File: config.mk
export PLATFORM = sky130hd
export DESIGN_NAME = serial_eeprom_instruction_decoder
export DESIGN_NICKNAME = d
export VERILOG_FILES = /design/src/verilog/eeprom_byte_array.v /design/src/verilog/serial_eeprom_instruction_decoder.v
export VERILOG_INCLUDE_DIRS = /design/src /design/src/inc
export SDC_FILE = /design/constraint.sdc
export NUM_CORES = 2
export LEC_CHECK = 0
export ABC_AREA = 1
export BUFFER_PORTS_ARGS = -buffer_cell sky130_fd_sc_hd__buf_2
export CAP_MARGIN = 25
export CORE_MARGIN = 1.5
export CORE_UTILIZATION = 45
export DETAILED_ROUTE_END_ITERATION = 8
export SETUP_SLACK_MARGIN = 0.4
export SKIP_LAST_GASP = 1
export SYNTH_ARGS = -nofsm -noshare
export SYNTH_HDL_FRONTEND = slang
export SYNTH_SLANG_ARGS = --single-unit
File: constraint.sdc
create_clock -name clk -period 53.6 [get_ports clk]
set_input_delay 8.04 -clock clk [delete_from_list [all_inputs] [get_ports clk]]
set_output_delay 8.04 -clock clk [all_outputs]
set_load 0.005 [all_outputs]
File: src/inc/eeprom_consts.vh
// Constants for the three-wire serial EEPROM instruction decoder.
// What this block does
// A read is start bit 1, opcode 10 and a nine-bit (x8) or eight-bit (x16) address, after which the stored data are returned.
// Opcode 00 with address beginning 11 enables programming, and erase or write commands are ignored until it has been taken.
// Opcode 11 with a full address sets every bit of that location to one.
// Opcode 01 with an address and then 8 or 16 data bits, most significant first, stores that pattern at the address.
// Opcode 00 with address beginning 10 sets every bit of the whole array to one.
// Opcode 00 with address beginning 01 and one data word writes that word everywhere, only while programming is enabled.
// Opcode 00 with address beginning 00 disables programming, so erase and write are rejected while reads still work.
// The host clocks every don't-care address bit, including the unused top bit, so the full field is counted.
// The organization input high selects 16-bit words and low selects 8-bit words, setting address and data widths.
// Programming is disabled after reset and stays enabled after an enable command until a disable command.
// A read drives one zero bit before the first word and then streams consecutive locations without further zeros while select is high.
// The programming cycle starts right after the last data bit is received.
// Only the first time select is dropped and raised during a programming cycle does the output show zero while busy and one when done.
// A command starts with select high, leading zeros are skipped until a one which is the start bit, and input is sampled on rising serial clock edges.
`ifndef EEPROM_CONSTS_VH
`define EEPROM_CONSTS_VH
`define OP_MISC 2'h0
`define OP_WRITE 2'h1
`define OP_READ 2'h2
`define OP_ERASE 2'h3
`define SUB_DISABLE 2'h0
`define SUB_BULK_WRITE 2'h1
`define SUB_BULK_ERASE 2'h2
`define SUB_ENABLE 2'h3
`define ADDR_BITS_X8 5'h09
`define ADDR_BITS_X16 5'h08
`define DATA_BITS_X8 5'h08
`define DATA_BITS_X16 5'h10
`define LAST_BYTE 9'h1ff
`define ERASED_WORD 16'hffff
`define PROG_TIME_MS 10
`define CLK_FREQ_KHZ 200000
`define PROG_CYCLES (`PROG_TIME_MS * `CLK_FREQ_KHZ)
`endif

File: src/verilog/eeprom_byte_array.v
// Byte-wide storage array with registered read data.
`timescale 1ns/1ps
module eeprom_byte_array (
	input wire clk,
	input wire rst,
	input wire [8:0] addr,
	input wire wr_en,
	input wire [7:0] wr_data,
	output reg [7:0] rd_data
);
	reg [7:0] mem [0:511];

	// Array write; contents have no reset, like a real cell array.
	always @(posedge clk) begin
		if (wr_en) begin
			mem[addr] <= wr_data;
		end
	end

	// Registered read port.
	always @(posedge clk or posedge rst) begin
		if (rst) begin
			rd_data <= 8'h00;
		end else begin
			rd_data <= mem[addr];
		end
	end
endmodule // eeprom_byte_array

File: src/verilog/serial_eeprom_instruction_decoder.v
// Instruction decoder and command sequencer of a three-wire serial EEPROM.
`timescale 1ns/1ps
`include "eeprom_consts.vh"
module serial_eeprom_instruction_decoder #(
	parameter [31:0] PROG_CYCLES = `PROG_CYCLES
) (
	input wire clk,
	input wire rst,
	input wire chip_select,
	input wire serial_clock,
	input wire serial_in,
	input wire word_width_select,
	output wire serial_out,
	output wire serial_out_en_n
);
	localparam [2:0] S_IDLE = 3'h0;
	localparam [2:0] S_OP = 3'h1;
	localparam [2:0] S_ADDR = 3'h2;
	localparam [2:0] S_DATA = 3'h3;
	localparam [2:0] S_READ = 3'h4;
	localparam [2:0] S_HOLD = 3'h5;

	reg [1:0] cs_sync_reg, sk_sync_reg, di_sync_reg, org_sync_reg, op_reg, fetch_reg;
	reg sk_prev_reg, cs_prev_reg, prog_en_reg, go_pg_reg, go_all_reg, rd_go_reg;
	reg busy_reg, walk_reg, pat_word_reg, armed_reg, show_reg, out_reg, oe_n_reg;
	reg [2:0] state_reg;
	reg [4:0] bit_cnt_reg, left_reg;
	reg [8:0] addr_reg, ptr_reg, last_reg, rd_addr_reg, mem_addr;
	reg [15:0] data_reg, go_pat_reg, pat_reg, shift_reg, next_reg;
	reg [31:0] timer_reg;
	wire [7:0] mem_rd_data;

	wire cs = cs_sync_reg[1];
	wire di = di_sync_reg[1];
	wire word_mode = org_sync_reg[1];
	wire sk_rise = sk_sync_reg[1] & ~sk_prev_reg;
	wire cs_rise = cs & ~cs_prev_reg;
	wire [4:0] addr_len = word_mode ? `ADDR_BITS_X16 : `ADDR_BITS_X8;
	wire [4:0] data_len = word_mode ? `DATA_BITS_X16 : `DATA_BITS_X8;
	wire [8:0] addr_shift = {addr_reg[7:0], di};
	wire [1:0] sub_op = word_mode ? addr_shift[7:6] : addr_shift[8:7];
	wire [15:0] data_shift = {data_reg[14:0], di};
	wire addr_done = (bit_cnt_reg == addr_len - 5'h01);
	wire data_done = (bit_cnt_reg == data_len - 5'h01);
	wire [7:0] wr_byte = (pat_word_reg & ~ptr_reg[0]) ? pat_reg[15:8] : pat_reg[7:0];

	assign serial_out = out_reg;
	assign serial_out_en_n = oe_n_reg;

	// Two-flop synchronisers for every input pin, plus edge history of the clock and select second flops.
	always @(posedge clk or posedge rst) begin
		if (rst) begin
			cs_sync_reg <= 2'h0;
			sk_sync_reg <= 2'h0;
			di_sync_reg <= 2'h0;
			org_sync_reg <= 2'h0;
			sk_prev_reg <= 1'b0;
			cs_prev_reg <= 1'b0;
		end else begin
			cs_sync_reg <= {cs_sync_reg[0], chip_select};
			sk_sync_reg <= {sk_sync_reg[0], serial_clock};
			di_sync_reg <= {di_sync_reg[0], serial_in};
			org_sync_reg <= {org_sync_reg[0], word_width_select};
			sk_prev_reg <= sk_sync_reg[1];
			cs_prev_reg <= cs_sync_reg[1];
		end
	end

	// Command decoder: collects start bit, opcode, address and data on rising serial clock edges.
	always @(posedge clk or posedge rst) begin
		if (rst) begin
			state_reg <= S_IDLE;
			bit_cnt_reg <= 5'h00;
			op_reg <= 2'h0;
			addr_reg <= 9'h000;
			data_reg <= 16'h0000;
			prog_en_reg <= 1'b0;
			go_pg_reg <= 1'b0;
			go_all_reg <= 1'b0;
			go_pat_reg <= 16'h0000;
			rd_go_reg <= 1'b0;
		end else begin
			go_pg_reg <= 1'b0;
			rd_go_reg <= 1'b0;
			if (!cs) begin
				state_reg <= S_IDLE;
			end else if (sk_rise) begin
				case (state_reg)
					S_IDLE: begin
						// Leading zeros are skipped; a busy device takes no command.
						if (di && !busy_reg) begin
							state_reg <= S_OP;
							bit_cnt_reg <= 5'h00;
						end
					end
					S_OP: begin
						op_reg <= {op_reg[0], di};
						bit_cnt_reg <= bit_cnt_reg + 5'h01;
						if (bit_cnt_reg == 5'h01) begin
							state_reg <= S_ADDR;
							bit_cnt_reg <= 5'h00;
						end
					end
					S_ADDR: begin
						addr_reg <= addr_shift;
						bit_cnt_reg <= bit_cnt_reg + 5'h01;
						if (addr_done) begin
							bit_cnt_reg <= 5'h00;
							state_reg <= S_HOLD;
							case (op_reg)
								`OP_READ: begin
									state_reg <= S_READ;
									rd_go_reg <= 1'b1;
								end
								`OP_ERASE: begin
									go_pg_reg <= prog_en_reg;
									go_all_reg <= 1'b0;
									go_pat_reg <= `ERASED_WORD;
								end
								`OP_WRITE: begin
									state_reg <= S_DATA;
								end
								default: begin
									case (sub_op)
										`SUB_ENABLE: prog_en_reg <= 1'b1;
										`SUB_DISABLE: prog_en_reg <= 1'b0;
										`SUB_BULK_ERASE: begin
											go_pg_reg <= prog_en_reg;
											go_all_reg <= 1'b1;
											go_pat_reg <= `ERASED_WORD;
										end
										default: state_reg <= S_DATA;
									endcase
								end
							endcase
						end
					end
					S_DATA: begin
						data_reg <= data_shift;
						bit_cnt_reg <= bit_cnt_reg + 5'h01;
						if (data_done) begin
							// Programming starts as soon as the last data bit is in.
							state_reg <= S_HOLD;
							go_pg_reg <= prog_en_reg;
							go_all_reg <= (op_reg == `OP_MISC);
							go_pat_reg <= data_shift;
						end
					end
					default: state_reg <= state_reg;
				endcase
			end
		end
	end

	// Self-timed programming engine: walks the target bytes while the cycle timer runs, busy until both are done.
	always @(posedge clk or posedge rst) begin
		if (rst) begin
			busy_reg <= 1'b0;
			walk_reg <= 1'b0;
			ptr_reg <= 9'h000;
			last_reg <= 9'h000;
			pat_reg <= 16'h0000;
			pat_word_reg <= 1'b0;
			timer_reg <= 32'h00000000;
		end else if (go_pg_reg) begin
			busy_reg <= 1'b1;
			walk_reg <= 1'b1;
			timer_reg <= 32'h00000000;
			pat_reg <= go_pat_reg;
			pat_word_reg <= word_mode;
			if (go_all_reg) begin
				ptr_reg <= 9'h000;
				last_reg <= `LAST_BYTE;
			end else if (word_mode) begin
				ptr_reg <= {addr_reg[7:0], 1'b0};
				last_reg <= {addr_reg[7:0], 1'b1};
			end else begin
				ptr_reg <= addr_reg;
				last_reg <= addr_reg;
			end
		end else if (busy_reg) begin
			if (walk_reg) begin
				if (ptr_reg == last_reg) begin
					walk_reg <= 1'b0;
				end else begin
					ptr_reg <= ptr_reg + 9'h001;
				end
			end
			if (timer_reg < PROG_CYCLES - 32'h00000001) begin
				timer_reg <= timer_reg + 32'h00000001;
			end else if (!walk_reg) begin
				busy_reg <= 1'b0;
			end
		end
	end

	// Ready/busy status is offered only on a select rise inside a programming cycle.
	always @(posedge clk or posedge rst) begin
		if (rst) begin
			armed_reg <= 1'b0;
			show_reg <= 1'b0;
		end else if (go_pg_reg) begin
			armed_reg <= 1'b1;
			show_reg <= 1'b0;
		end else if (!cs) begin
			show_reg <= 1'b0;
			if (show_reg || !busy_reg) begin
				armed_reg <= 1'b0;
			end
		end else if (cs_rise && armed_reg && busy_reg) begin
			show_reg <= 1'b1;
		end else if (state_reg == S_OP) begin
			show_reg <= 1'b0;
			armed_reg <= 1'b0;
		end
	end

	// Memory address: the programming walk owns the port, otherwise the read prefetch.
	always @* begin
		if (busy_reg) begin
			mem_addr = ptr_reg;
		end else if (fetch_reg == 2'h2) begin
			mem_addr = {rd_addr_reg[7:0], 1'b1};
		end else if (word_mode) begin
			mem_addr = {rd_addr_reg[7:0], 1'b0};
		end else begin
			mem_addr = rd_addr_reg;
		end
	end

	eeprom_byte_array i_eeprom_byte_array (
		.clk(clk),
		.rst(rst),
		.addr(mem_addr),
		.wr_en(busy_reg & walk_reg),
		.wr_data(wr_byte),
		.rd_data(mem_rd_data)
	);

	// Serial output: dummy zero, streamed read data with prefetch, or ready/busy status.
	always @(posedge clk or posedge rst) begin
		if (rst) begin
			out_reg <= 1'b1;
			oe_n_reg <= 1'b1;
			shift_reg <= 16'h0000;
			left_reg <= 5'h00;
			rd_addr_reg <= 9'h000;
			next_reg <= 16'h0000;
			fetch_reg <= 2'h0;
		end else begin
			case (fetch_reg)
				2'h1: fetch_reg <= 2'h2;
				2'h2: begin
					if (word_mode) begin
						next_reg[15:8] <= mem_rd_data;
						fetch_reg <= 2'h3;
					end else begin
						next_reg <= {8'h00, mem_rd_data};
						fetch_reg <= 2'h0;
					end
				end
				2'h3: begin
					next_reg[7:0] <= mem_rd_data;
					fetch_reg <= 2'h0;
				end
				default: fetch_reg <= 2'h0;
			endcase
			if (!cs) begin
				oe_n_reg <= 1'b1;
				out_reg <= 1'b1;
			end else if (show_reg) begin
				oe_n_reg <= 1'b0;
				out_reg <= ~busy_reg;
			end else if (rd_go_reg) begin
				oe_n_reg <= 1'b0;
				out_reg <= 1'b0;
				left_reg <= 5'h00;
				rd_addr_reg <= word_mode ? {1'b0, addr_reg[7:0]} : addr_reg;
				fetch_reg <= 2'h1;
			end else if (state_reg == S_READ && sk_rise) begin
				if (left_reg == 5'h00) begin
					// Next word goes straight out with no dummy bit.
					out_reg <= word_mode ? next_reg[15] : next_reg[7];
					shift_reg <= word_mode ? {next_reg[14:0], 1'b0} : {next_reg[6:0], 9'h000};
					left_reg <= data_len - 5'h01;
					rd_addr_reg <= word_mode ? {1'b0, rd_addr_reg[7:0] + 8'h01} : rd_addr_reg + 9'h001;
					fetch_reg <= 2'h1;
				end else begin
					out_reg <= shift_reg[15];
					shift_reg <= {shift_reg[14:0], 1'b0};
					left_reg <= left_reg - 5'h01;
				end
			end else if (state_reg != S_READ) begin
				oe_n_reg <= 1'b1;
				out_reg <= 1'b1;
			end
		end
	end
endmodule // serial_eeprom_instruction_decoder

==> results.tsv <==
stage	metric	value	unit
critical_path	cp-end-kind	output pin	
timing	fmax	104	MHz
drt	avgViaCountPerCell	5.52	
critical_path	crit_path_start_kind	flip-flop	
pwr	p_sw_share	24.7	%
floorplanning	core	385000	µm²
drt	finalWirelength	468000	µm
drt	m1WireLength	198000	µm
floorplanning	fp.dieW	625	µm
synth	synthFlopType	edfxtp_1	
synth	ys_types	45	
synth	yosys.area.top_type	edfxtp_1	
drt	topRoutingLayerUsed	met5	
critical_path	crit_type	flip-flop to output pin	
timing	finalSetupViolCount	0	
floorplanning	die_height	625	µm
placement	io_buffers	7	
run	cap_violations	0	
cts	clockBufferDepth	4	
timing	hold_violations	0	
timing	hold_slack	365	ps
drt	drtPass1Iterations	9	
global_routing	antenna_found_initial	15	
global_routing	grt_pass1_vias	105000	
drt	wl_per_cell	23.2	µm
timing	drv_slew	0	
synth	yosys-top-cells-area	edfxtp_1 71%, nand2_1 11%, nand3_1 8.9%	
critical_path	r2r_start	org_sync_reg[1]$_DFF_PP0_	
critical_path	cp_max_fo	2	
final_layout	design_area	192000	µm²
synth	synth_cells	15000	
floorplanning	io_pins	8	
timing	worst_pin_slew	1200	ps
final_layout	layout_common_cells	5009 x nand2_1, 4096 x edfxtp_1, 3100 x nand3_1	
final_layout	fin_nets	14700	
critical_path	startpoint	serial_out_en_n$_DFFE_PP1P_	
critical_path	endpoint	serial_out_en_n	
pwr	seq_power_share	49.4	%
pwr	power_switching	1.81	mW
cts	clock_latency	1000	ps
min_path	min-delay-path-class	flip-flop to flip-flop	
pwr	irDropWorstVdd	0.0000293	V
run_status	status	finished with violations	
placement	gp_congestion	0.817	
critical_path	cp.required	45560	ps
floorplanning	initial_core_util	45.2	%
critical_path	crit_family	flip-flops	
synth	ys_ff_latch	4288	
final_layout	area_delta_synth_final	10.4	%
synth	synth_edf_count	4096	
floorplanning	design.die.area	391000	µm²
pwr	p_int	5.54	mW
synth	synth_fp_nets	15000	
drt	dr_total_vias	112000	
pwr	powerDensity	38.3	nW/µm²
critical_path	crit_chain	buf_2	
critical_path	critPathBufInv	1	
global_routing	grt_pass1_wl	694000	µm
synth	synthArstFlopShare	4.48	%
pwr	pwr-share-clk	40.9	%
timing	fin_worst_skew	59.5	ps
critical_path	r2r_slack	45650	ps
run_status	violations	design-rule violations	
placement	dp_hpwl	253000	µm
placement	place_area	178000	µm²
pwr	p_leak	63.9	nW
synth	yosys_warnings	0	
drt	remaining_drc_errors	2	
timing	period_minus_slack	9650	ps
final_layout	fillCellCount	33400	
floorplanning	rows	228	
drt	ant_nets	0	
critical_path	critPathArrivalTime	1610	ps
critical_path	critPathSlowestCell	dfstp_2	
synth	yosys.area.top_type_share	70.6	%
cts	cts_tree	done	
cts	cts_max_level	5	
drt	drt_iter0_drc	12000	
cts	cts-root-buf	clkbuf_16	
synth	seq_area_frac_synth	73.4	%
timing	setup_tns	0	ps
global_routing	grt_max_degree	185	
pwr	pwr-share-comb	9.7	%
critical_path	reg2reg_depth	21	
cts	cts_setup_buffers	0	
global_routing	overflow	0	
critical_path	cp.depth	1	
cts	ctsHoldBuffers	0	
cts	cts_resized	0	
cts	cts.sinks	4288	
timing	rsz0062_at_grt	false	
critical_path	worst_r2r_endpoint	i_eeprom_byte_array.rd_data[5]$_DFF_PP0_	
drt	wl_met2	220000	µm
timing	max_slew_margin	20.0	%
final_layout	layout-drive-gt1-share	5.54	%
cts	clk_pin_slew	60	ps
final_layout	largest_reg_flops	4096	
final_layout	final_common_cell	nand2_1	
cts	cts_buffers	440	
critical_path	slowest_delay	530	ps
global_routing	grtUsageTotal	23.6	%
timing	fin_crit_sh	18.0	%
drt	dr_wl_met3	35500	µm
synth	syn_area	174000	µm²
synth	syn-mean-instance-area	11.6	µm²
## power by group through the flow
stage	Clock (mW)	Combinational (mW)	Sequential [mW]
after floorplan	0	0.521	3.70
after global placement	0	0.702	3.71
after global routing	3.17	0.800	3.64
after detailed placement	0	0.712	3.71
final	3.01	0.715	3.64
after CTS	3.04	0.714	3.64
## how the worst min path moves through the flow
stage                                   from                  endpoint  slack, ps  cells after the start
floorplan           cs_sync_reg[0]$_DFF_PP0_  cs_sync_reg[1]$_DFF_PP0_        330                      0
global placement    sk_sync_reg[0]$_DFF_PP0_  sk_sync_reg[1]$_DFF_PP0_        360                      0
detailed placement  cs_sync_reg[0]$_DFF_PP0_  cs_sync_reg[1]$_DFF_PP0_        340                      0
CTS                 sk_sync_reg[0]$_DFF_PP0_  sk_sync_reg[1]$_DFF_PP0_        370                      0
global route        sk_sync_reg[0]$_DFF_PP0_  sk_sync_reg[1]$_DFF_PP0_        370                      0
finish              sk_sync_reg[0]$_DFF_PP0_  sk_sync_reg[1]$_DFF_PP0_        360                      0
## logic make-up (layout without fill, tap and decap cells)
group                    Yosys count  after routing  synth area share (%)
buffers and inverters           1110           1169                  2.99
XOR/XNOR                          23             23                 0.116
adder cells (fa/ha/maj)           17             17                 0.122
AND/OR/NAND/NOR                 9099           9099                  22.0
flip-flops                      4288           4288                  73.4
AO/OA/AOI/OAI                    439            439                  1.34
other                              0              5                     0
## final cells by class
class                      count  area (µm²)  area share (%)
multi-input combinational   9578       41400            21.6
inverter                     161         619           0.322
sequential                  4288      128000            66.5
timing repair buffer         196        1870           0.974
tap                         5175        6470            3.37
clock inverter               242        2260            1.18
antenna                        5        12.5         0.00651
clock buffer                 570       11700            6.11
## Yosys cell counts, types with 6 or more instances
master    number
xnor2_1        8
o21ai_0      223
and2_1        15
nor4_1         6
a22oi_1       11
clkbuf_1     173
o22ai_1        6
nand4_1       43
edfxtp_1    4096
nor3_1        35
inv_1        154
a31oi_1       15
a21oi_1       38
xor2_1        15
ha_1          17
dfrtp_1      190
buf_1         21
o211ai_1      12
o21ai_1      114
o31ai_1       12
nand3b_1      18
nand3_1     3100
buf_4         25
nand2_1     5025
nor2_1       839
buf_2        725
## routing by layer
layer	vias up	track usage, %
met2	4159	37.3
met1	54900	33.5
li1	51800	-
met4	2	7.34
met3	778	3.83
met5	-	0
## metrics by stage
| step | instances | power (mW) | setup slack [ps] | util (%) |
|---|---|---|---|---|
| after floorplan | 15000 | 4.23 | 28800 | - |
| after global placement | 19400 | 4.41 | 44080 | 46.2 |
| after detailed placement | 19400 | 4.42 | 44080 | 46.2 |
| after CTS | 20200 | 7.39 | 43870 | 49.8 |
| after global routing | 20200 | 7.61 | 43880 | 49.9 |
| final | 20200 | 7.36 | 43950 | 49.9 |
Note: power is estimated with default switching activity, not from simulation.
